`config.mk`:
```
export PLATFORM = sky130hd
export DESIGN_NAME = sscl_loader
export DESIGN_NICKNAME = d
export VERILOG_FILES = /design/src/sscl_pkg.sv /design/src/sscl_sync.sv /design/src/sscl_loader.sv
export SDC_FILE = /design/constraint.sdc
export NUM_CORES = 1
export LEC_CHECK = 0
export ABC_AREA = 1
export BUFFER_PORTS_ARGS = -buffer_cell sky130_fd_sc_hd__buf_2
export CORE_MARGIN = 2
export CORE_UTILIZATION = 40
export CTS_CLUSTER_DIAMETER = 100
export DETAILED_ROUTE_END_ITERATION = 10
export PLACE_DENSITY = 0.57
export SYNTH_ARGS = -nofsm -noshare
export SYNTH_HDL_FRONTEND = slang
export SYNTH_SLANG_ARGS = --single-unit
export TNS_END_PERCENT = 10
```
`constraint.sdc`:
```
create_clock -name core_clk_in -period 2.3 [get_ports core_clk_in]
set_input_delay 0.23 -clock core_clk_in [delete_from_list [all_inputs] [get_ports core_clk_in]]
set_output_delay 0.23 -clock core_clk_in [all_outputs]
set_load 0.01 [all_outputs]
```
`src/sscl_pkg.sv`:
```
// Purpose: shared constants for the serial setup chain loader
// Assumes: 100 MHz core clock
// Notes:   counts are in core clock cycles
`default_nettype none
package sscl_pkg;
  localparam int unsigned SSCL_SETUP_LEN_DEF = 64;
  // core cycles after reset release before the mode strap is taken
  localparam int unsigned SSCL_STRAP_SETTLE  = 4;
  localparam logic        SSCL_DONE_N_RST    = 1'b1;
  localparam logic        SSCL_SO_RST        = 1'b0;
  localparam logic        SSCL_EN_N_RST      = 1'b1;
  localparam logic        SSCL_LVL_RST       = 1'b0;

  typedef enum logic [2:0]
  {
    SSCL_ST_STRAP = 3'b001,
    SSCL_ST_LOAD  = 3'b010,
    SSCL_ST_DONE  = 3'b100
  } sscl_state_type;
endpackage
`default_nettype wire

```
`src/sscl_sync.sv`:
```
// Purpose: three-stage pin synchroniser with agreement filter
// Assumes: pin is asynchronous to core_clk_in
// Notes:   output changes only when stages two and three agree
`timescale 1ns/1ns
`default_nettype none
module sscl_sync #(
  parameter logic RESET_VAL = 1'b0
) (
  input  wire logic core_clk_in,
  input  wire logic rst_n_in,
  input  wire logic pin_in,
  output var  logic level_out
);
  logic meta_q;
  logic s2_q;
  logic s3_q;
  logic level_q;
  logic level_d;

  always_comb
  begin
    // first stage is read by the second stage only
    level_d = (s2_q == s3_q) ? s3_q : level_q;
  end

  always_ff @(posedge core_clk_in or negedge rst_n_in)
  begin
    if (!rst_n_in)
    begin
      meta_q  <= RESET_VAL;
      s2_q    <= RESET_VAL;
      s3_q    <= RESET_VAL;
      level_q <= RESET_VAL;
    end
    else
    begin
      meta_q  <= pin_in;
      s2_q    <= meta_q;
      s3_q    <= s2_q;
      level_q <= level_d;
    end
  end

  assign level_out = level_q;
endmodule
`default_nettype wire

```
`src/sscl_loader.sv`:
```
// Purpose: serial setup chain loader, device side
// Assumes: serial clock far slower than core clock (several core cycles per phase)
// Notes:   serial clock is sampled, not used as a clock
//
// How it works
// - a data bit is captured on each serial clock rise while enable is low, until SETUP_LEN bits are loaded
// - once done, serial in goes to serial out whatever the done output
// - setup bits live in a shift register, one position per captured bit
// - serial out only carries forwarded data for downstream devices
// - after loading, the done output follows the enable input
// - done output low means ready for normal queue operation
// - serial loading only if the serial mode strap was chosen at master reset
`timescale 1ns/1ns
`default_nettype none
module sscl_loader
  import sscl_pkg::*;
#(
  parameter int unsigned SETUP_LEN = SSCL_SETUP_LEN_DEF
) (
  input  wire logic                 core_clk_in,
  input  wire logic                 rst_n_in,
  input  wire logic                 serial_prog_sel_in,
  input  wire logic                 serial_clk_in,
  input  wire logic                 serial_data_in,
  input  wire logic                 chain_enable_in_n,
  output var  logic                 serial_data_out,
  output var  logic                 chain_done_out_n,
  output var  logic                 setup_valid_out,
  output var  logic [SETUP_LEN-1:0] setup_bits_out
);
  localparam int unsigned CW = $clog2(SETUP_LEN + 1);
  localparam int unsigned SW = $clog2(SSCL_STRAP_SETTLE + 1);
  localparam logic [CW-1:0] LAST_BIT = CW'(SETUP_LEN - 1);
  localparam logic [SW-1:0] SETTLE   = SW'(SSCL_STRAP_SETTLE);

  logic sel_f;
  logic sclk_f;
  logic si_f;
  logic en_n_f;

  sscl_sync #(.RESET_VAL(SSCL_LVL_RST)) u_sync_sel
  (
    .core_clk_in (core_clk_in),
    .rst_n_in    (rst_n_in),
    .pin_in      (serial_prog_sel_in),
    .level_out   (sel_f)
  );

  sscl_sync #(.RESET_VAL(SSCL_LVL_RST)) u_sync_sclk
  (
    .core_clk_in (core_clk_in),
    .rst_n_in    (rst_n_in),
    .pin_in      (serial_clk_in),
    .level_out   (sclk_f)
  );

  sscl_sync #(.RESET_VAL(SSCL_LVL_RST)) u_sync_si
  (
    .core_clk_in (core_clk_in),
    .rst_n_in    (rst_n_in),
    .pin_in      (serial_data_in),
    .level_out   (si_f)
  );

  sscl_sync #(.RESET_VAL(SSCL_EN_N_RST)) u_sync_en
  (
    .core_clk_in (core_clk_in),
    .rst_n_in    (rst_n_in),
    .pin_in      (chain_enable_in_n),
    .level_out   (en_n_f)
  );

  // control state
  sscl_state_type       state_q;
  sscl_state_type       state_d;
  logic [SW-1:0]        settle_q;
  logic [SW-1:0]        settle_d;
  logic                 prog_sel_q;
  logic                 prog_sel_d;
  logic                 sclk_prev_q;
  logic [CW-1:0]        cnt_q;
  logic [CW-1:0]        cnt_d;
  logic [SETUP_LEN-1:0] setup_q;
  logic [SETUP_LEN-1:0] setup_d;
  logic [SETUP_LEN-1:0] setup_shift_w;
  logic                 capture_w;

  // output flops
  logic so_q;
  logic so_d;
  logic done_n_q;
  logic done_n_d;
  logic valid_q;
  logic valid_d;

  assign setup_shift_w = {setup_q[SETUP_LEN-2:0], si_f};
  assign capture_w = (state_q == SSCL_ST_LOAD) && sclk_f && !sclk_prev_q && !en_n_f;

  always_comb
  begin
    state_d    = state_q;
    settle_d   = settle_q;
    prog_sel_d = prog_sel_q;
    cnt_d      = cnt_q;
    setup_d    = setup_q;
    unique case (state_q)
      SSCL_ST_STRAP:
      begin
        // wait for the strap to pass the synchroniser before trusting it
        if (settle_q == SETTLE)
        begin
          prog_sel_d = sel_f;
          state_d    = sel_f ? SSCL_ST_LOAD : SSCL_ST_DONE;
        end
        else
        begin
          settle_d = settle_q + SW'(1);
        end
      end
      SSCL_ST_LOAD:
      begin
        if (capture_w)
        begin
          setup_d = setup_shift_w;
          if (cnt_q == LAST_BIT)
          begin
            state_d = SSCL_ST_DONE;
          end
          else
          begin
            cnt_d = cnt_q + CW'(1);
          end
        end
      end
      SSCL_ST_DONE:
      begin
        state_d = SSCL_ST_DONE;
      end
      default:
      begin
        state_d = SSCL_ST_STRAP;
      end
    endcase
  end

  always_ff @(posedge core_clk_in or negedge rst_n_in)
  begin
    if (!rst_n_in)
    begin
      state_q     <= SSCL_ST_STRAP;
      settle_q    <= '0;
      prog_sel_q  <= 1'b0;
      sclk_prev_q <= SSCL_LVL_RST;
      cnt_q       <= '0;
      setup_q     <= '0;
    end
    else
    begin
      state_q     <= state_d;
      settle_q    <= settle_d;
      prog_sel_q  <= prog_sel_d;
      sclk_prev_q <= sclk_f;
      cnt_q       <= cnt_d;
      setup_q     <= setup_d;
    end
  end

  always_comb
  begin
    // forwarding costs one core cycle plus the synchroniser; fine at serial rates
    so_d     = (state_q == SSCL_ST_DONE) ? si_f : SSCL_SO_RST;
    done_n_d = (state_q == SSCL_ST_DONE) ? en_n_f : SSCL_DONE_N_RST;
    // taken from the next state so valid rises with the last capture
    valid_d  = (state_d == SSCL_ST_DONE);
  end

  always_ff @(posedge core_clk_in or negedge rst_n_in)
  begin
    if (!rst_n_in)
    begin
      so_q     <= SSCL_SO_RST;
      done_n_q <= SSCL_DONE_N_RST;
      valid_q  <= 1'b0;
    end
    else
    begin
      so_q     <= so_d;
      done_n_q <= done_n_d;
      valid_q  <= valid_d;
    end
  end

  assign serial_data_out  = so_q;
  assign chain_done_out_n = done_n_q;
  assign setup_valid_out  = valid_q;
  assign setup_bits_out   = setup_q;
endmodule
`default_nettype wire

```
# Word-level counts from Yosys, hierarchy flattened
# Index checks and enable logic that the tools add are counted.
# classes
n_addsub,2
eq_ne,10
mux,7
bitwise_logic,2
reduce_logical,8
# ops
cell,n
$mux W3,4
$eq A3 B3 Y1 const B,3
$pmux W3 S3,1
$add A7 B1 Y7 const B,1
$eq A7 B6 Y1 const B,1
$eq A1 B1 Y1,4
$reduce_and A2 Y1,2
$add A3 B1 Y3 const B,1
$eq A3 B1 Y1 const B,1
$eq A3 B2 Y1 const B,1
$logic_and A1 B1 Y1,3
$reduce_and A3 Y1,1
$logic_not A1 Y1,2
$mux W1,2
$not A1 Y1,2
# word_totals
reg_bits,97
inputBits,6
output_inout_bits,67
wordCells,53

# Depth between registers and ports, before layout
# Gate-level depths: netlist (run 1).
# logic_depth
word_depth,7
mapped_depth,8
depth_no_buf,8

# Modules after synthesis
# From an unflattened synthesis (run 1), not the netlist that was laid out.
# hier_totals
hier_cells,401
hier_area_um2,3759.9
# by_module_without_submodules
mod,n_inst,cells_each,area_per_inst_um2,seq_area_each_um2
sscl_loader,1,369,3289.4,2029.4
sscl_sync (u_sync_sclk ...),3,8,116.4,100.1
sscl_sync (u_sync_en),1,8,121.4,105.1

# Least setup slack after synthesis (run 1)
# Ideal clock, no wire load.
# synth_path
path_kind,register to register
from,reg cnt_q[0]
to,reg cnt_q[5]
setup_ns,0.065
arrival_ns,1.200
required_time_ns,2.235
setup_slack_ns,1.035
stages_incl_launch_ff,7
path_buffers,0
period_less_slack_ns,1.265
path_cell_list,dfrtp_1 > ha_1 > nand3_1 > nor2_2 > nor2_1 > nand2_1 > nand2_1
# synth_between
elab_chain_cells,3
elab_cells_between_ends,4
cone_classes,1 x add/sub; 1 x eq/ne; 1 x bitwise; 1 x reduce/logical
# synth_rtl
element,line_no,source
start: declaration,sscl_loader.sv:81,logic [CW-1:0] cnt_q;
start signal: assignment,sscl_loader.sv:163,cnt_q <= cnt_d;
branches (longest 3 deep; another with $add A7 B1 Y7),n/a,
# Parallel ways; which one is timed is not known.
# A chain may end at the register's enable or synchronous reset.

# Final worst setup path (run 1)
# layout_path
from,reg state_q[2]
to,reg cnt_q[0]
# layout_between
elab_chain_cells,5
# layout_rtl
element,line_no,source
start: declaration,sscl_loader.sv:74,sscl_state_type state_q;
start signal: assignment,sscl_loader.sv:159,state_q <= state_d;
$eq A3 B2 Y1 *,"sscl_loader.sv:97, sscl_loader.sv:106",
$logic_and A1 B1 Y1 (3 in a row),sscl_loader.sv:97,assign capture_w = (state_q == SSCL_ST_LOAD) && sclk_f && !sclk_prev_q && !en_n_f;
$reduce_and A3 Y1 (no source line) *,n/a,
# Mark *: on every way between the ends. The rest lies on a longest branch, timed or not.

==> summary.txt, run 1 <==
Floorplan
  – Die H: between 100 and 150 µm
  – Die X: 100.3 µm
  – Die area: about 0.01 mm²
  – I/O pins: 73
  – Initial Util: 0.4074
  – Core area: roughly 0.0091 mm²
  – Rows: 35

Pwr
  – Sw Pwr: 828.6 µW
  – Pwr Total: roughly 3.3 mW
  – Clk pwr share: 0.354
  – Leakage power: between 2 and 3 nW
  – Switching share of power: 0.2520
  – Cell Pwr Density: 744.3 mW/mm²
  – Worst ir drop on vdd: about 0.33 mV
  – Logic pwr share: 0.082
  – Sequential power share: 0.564
  – P_int: 2.460 mW

Global routing
  – Number of global-route vias before repair: 2415
  – Aggregate global routing overflow: 0
  – Initial antenna violation count: 0
  – Pin count of the biggest net entering global routing: 54
  – All-Layer GR Usage: 0.1470
  – First-pass GRT wire length: between 10000 and 15000 µm

Yosys
  – Seq cells post-synth: 97
  – Synth cell types: 21
  – Most common cell in the netlist: nand2_1
  – Syn Inst Count: roughly 390
  – Synth top area share: 0.6136
  – Main area contributors after synthesis: dfrtp_1 (61%), nand2_1 (22%), dfstp_2 (4.2%), nand3_1 (1.6%), buf_6 (1.5%)
  – Mean Syn Cell Area: 9.589 µm²
  – Top cells by instance count after synthesis: nand2_1 (213), dfrtp_1 (91), inv_1 (14)
  – Post-synth top flop: dfrtp_1
  – Post-synth EDFFs: 0
  – Mapped Area: 0.003711 mm²
  – Ys async rst share: 1.000
  – Yosys top cell by area: dfrtp_1
  – Sequential element share of the synthesized area: 0.6561
  – Mapped Nets: just under 400
  – Synthesis Warnings: 0

Drt
  – First-pass DRT Iterations: 4
  – Routed WL: between 6000 and 7000 µm
  – DR iter-0 viols: 150
  – Routed Antenna Nets: 0
  – Routed wire per std cell: 12.04 µm
  – DRC viols: 0
  – Vias per cell: between 4 and 5
  – Via count: roughly 2600

Clocking
  – Clock sink count: between 90 and 100
  – H-tree depth: 3
  – Clk_lat worst skew: 0.35 ns
  – Bufs on Longest Clock Path: 2
  – Clock root cell: clkbuf_8
  – Post-CTS Setup Repair Bufs: 0
  – TritonCTS Buffers: 9
  – Resized Gates After CTS: 0
  – CTS tree: done
  – Clock slew at reported path FFs: around 0.090 ns

Layout
  – Fin util: 0.4850
  – Nets: 474
  – N_diodes: 0
  – Non-Filler Instances: a little under 600
  – Layout cells sized above 1: 0.2277
  – Area Overhead vs Synth: 19.05%

Critical path
  – Req. time, crit path: ~2.6 ns
  – Critical path destination: cnt_q[0]$_DFFE_PN0P_
  – CP Max Fanout: 14
  – Setup Crit Path Kind: register to register
  – Reg-to-reg startpoint: state_q[2]$_DFF_PN0_
  – Critical Path Start: state_q[2]$_DFF_PN0_
  – Reg2reg end: cnt_q[0]$_DFFE_PN0P_
  – Worst setup SP type: register
  – R2R cell count: 7
  – R2R Setup Slk: ~0.77 ns
  – CP Capture Type: register
  – Worst endpoint data arrival time: between 1.5 and 2 ns

STA
  – Post-Route Skew: roughly 0.014 ns
  – Fin. Hold Viols: 0
  – Minimum clock period: around 1.5 ns
  – Setup TNS: 0 ns
  – Final Cycle Share: 0.6644
  – RSZ-0062 raised after global routing: no
  – Final worst setup slack: 0.7719 ns
  – Fmax: 0.6544 GHz
  – Final setup fails: 0
  – Max-slew violation count: 0
  – Relative slew slack: 0.6085
  – Slew @ Worst Pin: 0.5872 ns

Placed design
  – Gpl congestion: around 0.76
  – Placed Instances: 560
  – Placement-stage worst setup slack: ~0.80 ns
  – # port buffers: 72
  – Final HPWL DP: around 4600 µm

Worst hold path
  – Hold Path Class: register to register

Status
  – Outcome: complete, no violations

Flow run
  – Max-cap violations: 0
[cell usage in the layout (no fill, tap or decap), types with 2 or more instances in the layout]
master / count
clkbuf_8: 11
nand3_1: 12
nand2_1: 213
xnor2_1: 3
maj3_1: 4
xor2_1: 2
dlygate4sd3_1: 5
inv_6: 2
inv_2: 4
nand2_2: 2
dfrtp_1: 91
nor2_1: 6
ha_1: 3
o21ai_0: 7
buf_4: 3
dfstp_2: 6
inv_1: 14
buf_2: 71
buf_12: 2
[cell type report]
cell class	instances	area, µm²
multi-input cells	258	1097
repair buffers	81	467.9
clock inverters	5	60.06
clock buffers	11	151.4
inverters	18	67.56
well taps	111	138.9
fillers	894	4691
flip-flops and latches	97	2435
[cells by family (layout without fill, tap and decap cells)]
| family | Yosys count | count (layout) | share of synthesized area |
|---|---|---|---|
| XOR/XNOR | 5 | 5 | 0.01180 |
| flip-flops | 97 | 97 | 0.6561 |
| buffers and inverters | 32 | 115 | 0.04956 |
| adder cells (fa/ha/maj) | 7 | 7 | 0.02091 |
| AND/OR/NAND/NOR | 238 | 238 | 0.2508 |
| AO/OA/AOI/OAI | 8 | 8 | 0.01079 |
[worst max-delay path, cell delays in order, from the launching register on]
cell and delay, ns:
dfrtp_1 0.41, inv_2 0.07, nand3_2 0.12, inv_2 0.09, nand2_2 0.18, nor2_1 0.41, nand2_1 0.11, nand2_1 0.08
[routing by layer]
metal / vias up / wire length [µm] / global-route usage
li1: 1324 / - / -
met1: 1256 / 3344 / 0.2037
met2: 56 / 3247 / 0.2251
met3: 8 / 304 / 0.03064
met4: 0 / 99 / 0.06322
met5: - / 0 / 0
[state kept, by name, indices dropped and copies added (netlist names), 3 cells and up]
register and cells:
cnt_q 7, settle_q 3, setup_bits_out 64, state_q 3
[power by group through the flow]
stage          Sequential, mW  Combinational (mW)  Clock, mW
2_1_floorplan            1.89               0.163          0
3_3_place_gp             1.89               0.267          0
3_5_place_dp             1.89               0.270          0
4_1_cts                  1.86               0.278       1.21
5_1_grt                  1.87               0.317       1.29
6_report                 1.85               0.271       1.16
[how the worst min path moves through the flow]
stage	from	end	depth (start not counted)	slack, ns
floorplan	rst_n_in	cnt_q[0]$_DFFE_PN0P_	0	-0.07
global placement	rst_n_in	setup_bits_out[6]$_DFFE_PN0P_	1	0.28
detailed placement	rst_n_in	setup_bits_out[7]$_DFFE_PN0P_	1	0.28
CTS	u_sync_sclk.meta_q$_DFF_PN0_	u_sync_sclk.s2_q$_DFF_PN0_	0	0.36
global route	u_sync_sel.meta_q$_DFF_PN0_	u_sync_sel.s2_q$_DFF_PN0_	0	0.37
finish	u_sync_sclk.meta_q$_DFF_PN0_	u_sync_sclk.s2_q$_DFF_PN0_	0	0.35
[metrics by stage]
step           hold WS (ns)  area (µm²)
2_1_floorplan      -0.06559        3711
3_3_place_gp         0.2787        4156
3_5_place_dp         0.2767        4156
4_1_cts              0.3573        4418
5_1_grt              0.3673        4418
6_report             0.3539        4418
[repair_timing]
| action | in CTS | in global routing |
|---|---|---|
| setup endpoints to repair | 0 | 0 |
| hold buffers | 5 | 0 |
| endpoints found under the hold margin | 43 | 0 |
No activity file was read; power rests on OpenSTA's default activity.
==> run 2, diff against run 1 <==
--- a/config.mk
+++ b/config.mk
@@ -5,13 +5,13 @@
 export SDC_FILE = /design/constraint.sdc
 export NUM_CORES = 1
 export LEC_CHECK = 0
-export ABC_AREA = 1
+export ABC_AREA = 0
 export BUFFER_PORTS_ARGS = -buffer_cell sky130_fd_sc_hd__buf_2
 export CORE_MARGIN = 2
 export CORE_UTILIZATION = 40
 export CTS_CLUSTER_DIAMETER = 100
 export DETAILED_ROUTE_END_ITERATION = 10
-export PLACE_DENSITY = 0.57
+export PLACE_DENSITY = 0.6
 export SYNTH_ARGS = -nofsm -noshare
 export SYNTH_HDL_FRONTEND = slang
 export SYNTH_SLANG_ARGS = --single-unit
==> constraint.sdc (replaced) <==
create_clock -name core_clk_in -period 1.2 [get_ports core_clk_in]
set_input_delay 0.12 -clock core_clk_in [delete_from_list [all_inputs] [get_ports core_clk_in]]
set_output_delay 0.12 -clock core_clk_in [all_outputs]
set_load 0.01 [all_outputs]
==> summary.txt, run 2 <==
Clocking
  – CTS tree: done
  – Clock sink count: 97 (unchanged)
  – Clk_lat worst skew: 0.36 ns (about the same)
  – Bufs on Longest Clock Path: 2 (unchanged)
  – TritonCTS Buffers: 9 (unchanged)
  – H-tree depth: 3 (unchanged)
  – Clock root cell: clkbuf_8
  – Clock slew at reported path FFs: 0.09 ns (about the same)

Yosys
  – Post-synth EDFFs: 0 (unchanged)
  – Ys async rst share: 1.000 (unchanged)
  – Synth cell types: 32 (+52%)
  – Yosys top cell by area: dfrtp_1
  – Mapped Nets: 365 (-7.8%)
  – Post-synth top flop: dfrtp_1
  – Top cells by instance count after synthesis: nand2_1 (197), dfrtp_1 (91), buf_2 (13)
  – Most common cell in the netlist: nand2_1
  – Synth top area share: 0.6282 (+0.01462)
  – Mapped Area: 0.003625 mm² (-2.3%)
  – Seq cells post-synth: 97 (unchanged)
  – Syn Inst Count: 356 (-8.0%)
  – Sequential element share of the synthesized area: 0.6717 (+0.01563)
  – Main area contributors after synthesis: dfrtp_1 (63%), nand2_1 (20%), dfstp_2 (4.3%), buf_2 (1.8%), xor2_1 (1.2%)
  – Synthesis Warnings: 0 (unchanged)
  – Mean Syn Cell Area: 10.18 µm² (+6.2%)

Layout
  – Register area: 0.002435 mm² (unchanged)
  – Most frequent cells in the layout: nand2_1 (196), dfrtp_1 (91), buf_2 (71)
  – Nets: 478 (+0.84%)
  – Multi-input logic area: 0.001164 mm² (+6.0%)
  – Fill count: 804 (-10%)
  – Final Instance Area: 0.004782 mm² (+8.2%)
  – Layout cells sized above 1: 0.3080 (+0.08036)
  – Non-Filler Instances: 582 (+0.17%)
  – N_diodes: 0 (unchanged)
  – Max FFs per register: 64 (unchanged)
  – Fin util: 0.5457 (+0.06066)
  – Area Overhead vs Synth: 31.93%
  – Leading cell type in the layout, fill and taps excluded: nand2_1

STA
  – Fin. Hold Viols: 0 (unchanged)
  – Hold_ws: 0.1740 ns (-0.1799 ns)
  – Final worst setup slack: -0.3216 ns (-1.094 ns)
  – Post-Route Skew: 0.01264 ns (-0.001776 ns)
  – Minimum clock period: 1.522 ns (-0.006494 ns)
  – RSZ-0062 raised after global routing: yes
  – Max-slew violation count: 0 (unchanged)
  – Final setup fails: 78 (+78)
  – Slew @ Worst Pin: 0.3463 ns (-0.2409 ns)
  – Fmax: 0.6572 GHz (+0.43%)
  – Final Cycle Share: 1.268 (+0.6036)
  – Relative slew slack: 0.7672 (+0.1586)

Global routing
  – Aggregate global routing overflow: 0 (unchanged)
  – Met2 Usage GRT: 0.2474 (+0.02231)
  – GRT met3 Usage: 0.04216 (+0.01152)
  – Initial antenna violation count: 0 (unchanged)
  – GRT busiest layer: met2
  – First-pass GRT wire length: 12650 µm (+8.2%)
  – Number of global-route vias before repair: 2681 (+11%)
  – GR Util met1: 0.2195 (+0.01582)
  – All-Layer GR Usage: 0.1594 (+0.01244)
  – Pin count of the biggest net entering global routing: 37 (-31%)

Drt
  – Routed Antenna Nets: 0 (unchanged)
  – Routed WL: 7306 µm (+4.4%)
  – Via count: 2708 (+2.4%)
  – Vias per cell: 4.653 (+2.2%)
  – Routed wire per std cell: 12.55 µm (+4.3%)
  – First-pass DRT Iterations: 4 (unchanged)
  – DRC viols: 0 (unchanged)
  – DR iter-0 viols: 109 (-27%)

Placed design
  – Final HPWL DP: 4737 µm (+4.1%)
  – Placed Instances: 551 (-1.6%)
  – # port buffers: 72 (unchanged)
  – Placed cell areas: 0.004330 mm² (+4.2%)
  – Gpl congestion: 0.7376 (-3.4%)

Critical path
  – Worst setup SP type: register
  – CP Max Fanout: 5 (-9)
  – Setup Crit Path Kind: register to register
  – Req. time, crit path: 1.43 ns (-1.16 ns)
  – CP Capture Type: register
  – Worst endpoint data arrival time: 1.75 ns (-0.07 ns)

Status
  – Failing checks: negative setup slack
  – Outcome: finished, violations left

Pwr
  – Pwr Total: 6.341 mW (+93%)
  – Worst ir drop on vdd: 0.6651 mV (+100%)
  – Leakage power: 2.738 nW (+6.3%)
  – Cell Pwr Density: 1326 mW/mm² (+78%)

Floorplan
  – Core area: 0.008763 mm² (-3.8%)
  – Die H: 99.20 µm (-1.1%)
  – Initial Util: 0.4136 (+0.006203)
  – Die area: 0.009840 mm² (-2.2%)
  – Rows: 34 (-2.9%)
  – I/O pins: 73 (unchanged)
  – Die X: 99.20 µm (-1.1%)

Flow run
  – Max-cap violations: 0 (unchanged)

Worst hold path
  – Hold Path Class: primary input to async pin
[run 2: changes by cell type after synthesis, sizes merged, moves of 2 or more]
cell	previous run	this run
nor2	8	3
nand2	215	197
nor3b	0	2
nor3	0	4
inv	18	3
nand2b	0	2
xor2	2	5
o21ai	7	1
a22o	0	2
nand3	13	3
[run 2: final timing paths]
check | start | endpoint | slack (ns) | cells past startpoint
max | u_sync_en.level_out$_DFFE_PN1N_ | setup_valid_out$_DFF_PN0_ | -0.32 | 5
min | rst_n_in | settle_q[2]$_DFFE_PN0P_ | 0.17 | 2
max reg2reg | u_sync_en.level_out$_DFFE_PN1N_ | setup_valid_out$_DFF_PN0_ | -0.32 | 5
min reg2reg | u_sync_sclk.meta_q$_DFF_PN0_ | u_sync_sclk.s2_q$_DFF_PN0_ | 0.35 | 0
max in group asynchronous | rst_n_in | u_sync_en.meta_q$_DFF_PN1_ | 0.51 | 3
min in group core_clk_in | u_sync_sclk.meta_q$_DFF_PN0_ | u_sync_sclk.s2_q$_DFF_PN0_ | 0.35 | 0
[run 2: kinds of logic (layout without fill, tap and decap cells)]
logic type,after synthesis,after routing,synth area share
compound gates,8,8,0.01726
xor+xnor,7,7,0.01691
fa+ha+maj,7,7,0.02140
buf+inv,18,136,0.02416
flops,97,97,0.6717
mux,1,1,0.003106
simple gates,218,218,0.2454
[run 2: what timing repair did]
item / in CTS / in global routing
cloned: 2 / 1
hold endpoints to repair: 97 / 0
gates resized for setup: 16 / 2
buffers inserted: 6 / 1
pin swaps: 5 / 3
hold buffers: 5 / 0
setup endpoints to repair: 78 / 78
[run 2: report_power, final]
| part | switching (mW) | internal, mW | leakage [nW] |
|---|---|---|---|
| registers | 0.102 | 3.45 | 1.29 |
| logic | 0.448 | 0.426 | 1.36 |
| clock network | 1.10 | 0.821 | 0.0870 |
[run 2: routing by layer]
layer	up-vias	part of all wire	wire, µm
li1	1336	-	-
met1	1301	0.46	3382
met2	62	0.46	3383
met3	9	0.058	427
met4	0	0.015	112
met5	-	0	0
[run 2: layout make-up]
class                   count  area share
well taps                 108     0.02826
repair buffers            117      0.1803
clock buffers              12     0.03035
clock inverters             4    0.006279
inverters                   3    0.002355
multi-input cells         241      0.2433
flip-flops and latches     97      0.5092
[run 2: worst max-delay path: stages (launching register included)]
cell and delay, ns:
dfstp_2 0.56, nor4b_4 0.05, and3b_2 0.29, buf_12 0.16
buf_4 0.13, a22o_1 0.21
[run 2: per-stage QoR]
stage               worst slack [ns]  setup TNS, ns
finish                       -0.3216         -18.75
detailed placement           -0.3126         -16.51
floorplan                    -0.2729         -16.20
global route                 -0.4203         -27.19
global placement             -0.2701         -14.13
CTS                          -0.3024         -19.63
==> run 3, diff against run 2 <==
--- a/config.mk
+++ b/config.mk
@@ -11,6 +11,7 @@
 export CORE_UTILIZATION = 40
 export CTS_CLUSTER_DIAMETER = 100
 export DETAILED_ROUTE_END_ITERATION = 10
+export MAX_ROUTING_LAYER = met4
 export PLACE_DENSITY = 0.6
 export SYNTH_ARGS = -nofsm -noshare
 export SYNTH_HDL_FRONTEND = slang
==> summary.txt, run 3 (same netlist as run 2, synthesis figures left out) <==
Layout
  – Layout cells sized above 1: 0.3080 (unchanged)
  – N_diodes: 0 (unchanged)
  – Nets: 478 (unchanged)
  – Fill count: 804 (unchanged)
  – Max FFs per register: 64 (unchanged)
  – Leading cell type in the layout, fill and taps excluded: nand2_1
  – Most frequent cells in the layout: nand2_1 (196), dfrtp_1 (91), buf_2 (71)
  – Non-Filler Instances: 582 (unchanged)
  – Area Overhead vs Synth: 31.93% (unchanged)
  – Final Instance Area: 0.004782 mm² (unchanged)

Global routing
  – Initial antenna violation count: 0 (unchanged)
  – All-Layer GR Usage: 0.1641 (+0.004670)
  – Aggregate global routing overflow: 0 (unchanged)
  – Number of global-route vias before repair: 2681 (unchanged)
  – Pin count of the biggest net entering global routing: 37 (unchanged)
  – First-pass GRT wire length: 12650 µm (unchanged)

Worst hold path
  – Hold Path Class: primary input to async pin

Floorplan
  – Die area: 0.009840 mm² (unchanged)
  – Die X: 99.20 µm (unchanged)
  – Die H: 99.20 µm (unchanged)
  – Core area: 0.008763 mm² (unchanged)
  – Rows: 34 (unchanged)
  – I/O pins: 73 (unchanged)
  – Initial Util: 0.4136 (unchanged)

STA
  – Minimum clock period: 1.521 ns (-0.0005820 ns)
  – Setup TNS: -18.75 ns (-0.002000 ns)
  – Max-slew violation count: 0 (unchanged)
  – Final worst setup slack: -0.3210 ns (+0.0005820 ns)
  – Fin. Hold Viols: 0 (unchanged)
  – Post-Route Skew: 0.01215 ns (-0.0004941 ns)
  – Final Cycle Share: 1.267 (about the same)
  – Hold_ws: 0.1754 ns (+0.001392 ns)
  – Slew @ Worst Pin: 0.3391 ns (-0.007139 ns)
  – Relative slew slack: 0.7720 (+0.004800)
  – Fmax: 0.6575 GHz (about the same)
  – RSZ-0062 raised after global routing: yes
  – Final setup fails: 78 (unchanged)

Critical path
  – Reg-to-reg startpoint: u_sync_en.level_out$_DFFE_PN1N_
  – Worst endpoint data arrival time: 1.75 ns (about the same)
  – Req. time, crit path: 1.43 ns (about the same)
  – Worst setup SP type: register
  – Setup Crit Path Kind: register to register
  – CP Capture Type: register
  – CP Max Fanout: 5 (unchanged)
  – Critical Path Start: u_sync_en.level_out$_DFFE_PN1N_

Clocking
  – Clock slew at reported path FFs: 0.09 ns (about the same)
  – Bufs on Longest Clock Path: 2 (unchanged)
  – Clock sink count: 97 (unchanged)
  – Clock root cell: clkbuf_8
  – H-tree depth: 3 (unchanged)
  – CTS tree: done
  – Clk_lat worst skew: 0.36 ns (about the same)
  – TritonCTS Buffers: 9 (unchanged)

Placed design
  – # port buffers: 72 (unchanged)
  – Final HPWL DP: 4737 µm (unchanged)
  – Placed Instances: 551 (unchanged)
  – Gpl congestion: 0.7467 (+1.2%)
  – Placed cell areas: 0.004330 mm² (unchanged)

Drt
  – First-pass DRT Iterations: 4 (unchanged)
  – Via count: 2714 (+0.22%)
  – Routed wire per std cell: 12.56 µm (about the same)
  – Routed Antenna Nets: 0 (unchanged)
  – DRC viols: 0 (unchanged)
  – DR iter-0 viols: 105 (-3.7%)
  – Vias per cell: 4.663 (+0.22%)
  – Routed WL: 7311 µm (about the same)

Pwr
  – Leakage power: 2.738 nW (unchanged)
  – Pwr Total: 6.342 mW (about the same)
  – Worst ir drop on vdd: 0.6643 mV (-0.12%)
  – Cell Pwr Density: 1326 mW/mm² (about the same)

Status
  – Outcome: finished, violations left
  – Failing checks: negative setup slack

Flow run
  – Max-cap violations: 0 (unchanged)
run 3: cell counts in the layout (fill, tap and decap cells not counted):
Identical to the previous run, type by type.
run 3: layout make-up:
class | count | area, µm² | share of cell area
sequential | 97 | 2435 | 0.5092
multi-input combinational | 241 | 1164 | 0.2433
timing repair buffer | 117 | 862.1 | 0.1803
clock buffer | 12 | 145.1 | 0.03035
tap | 108 | 135.1 | 0.02826
clock inverter | 4 | 30.03 | 0.006279
inverter | 3 | 11.26 | 0.002355
run 3: routing by layer:
metal | wire [µm] | vias to the layer above | part of all wire | track usage
met4 | 113 | 0 | 0.015 | 0.05374
met2 | 3388 | 70 | 0.46 | 0.2479
met3 | 377 | 9 | 0.052 | 0.03654
met1 | 3431 | 1301 | 0.47 | 0.2223
met5 | 0 | - | 0 | -
li1 | - | 1334 | - | -
run 3: path summary, 6_finish.rpt:
| path | to | slack (ns) | cells past startpoint |
|---|---|---|---|
| worst max-delay path | setup_valid_out$_DFF_PN0_ | -0.32 | 5 |
| worst min-delay path | settle_q[2]$_DFFE_PN0P_ | 0.18 | 2 |
| worst max register to register | setup_valid_out$_DFF_PN0_ | -0.32 | 5 |
| worst min register to register | u_sync_sclk.s2_q$_DFF_PN0_ | 0.35 | 0 |
| max in group asynchronous | u_sync_en.meta_q$_DFF_PN1_ | 0.50 | 3 |
| min in group core_clk_in | u_sync_sclk.s2_q$_DFF_PN0_ | 0.35 | 0 |
run 3: where the power goes:
group	total, mW	switching [mW]	internal (mW)
Sequential	3.55	0.102	3.45
Combinational	0.874	0.448	0.426
Clock	1.92	1.10	0.821
run 3: critical path, cell delays in order (launching register included):
cell     delay [ns]
dfstp_2        0.56
nor4b_4        0.05
and3b_2        0.29
buf_12         0.16
buf_4          0.13
a22o_1         0.21
run 3: repair_timing:
item / CTS / global route
setup buffers: 6 / 1
hold endpoints to repair: 97 / 0
resized for setup: 16 / 2
setup endpoints to repair: 78 / 78
pin swaps: 5 / 3
cloned: 2 / 1
hold buffers: 5 / 0
run 3: stage by stage:
step	util	setup WS [ns]
after global routing	0.5457	-0.4190
after detailed placement	0.4941	-0.3126
after CTS	0.5421	-0.3024
after floorplan	-	-0.2729
after global placement	0.4941	-0.2701
final	0.5457	-0.3210
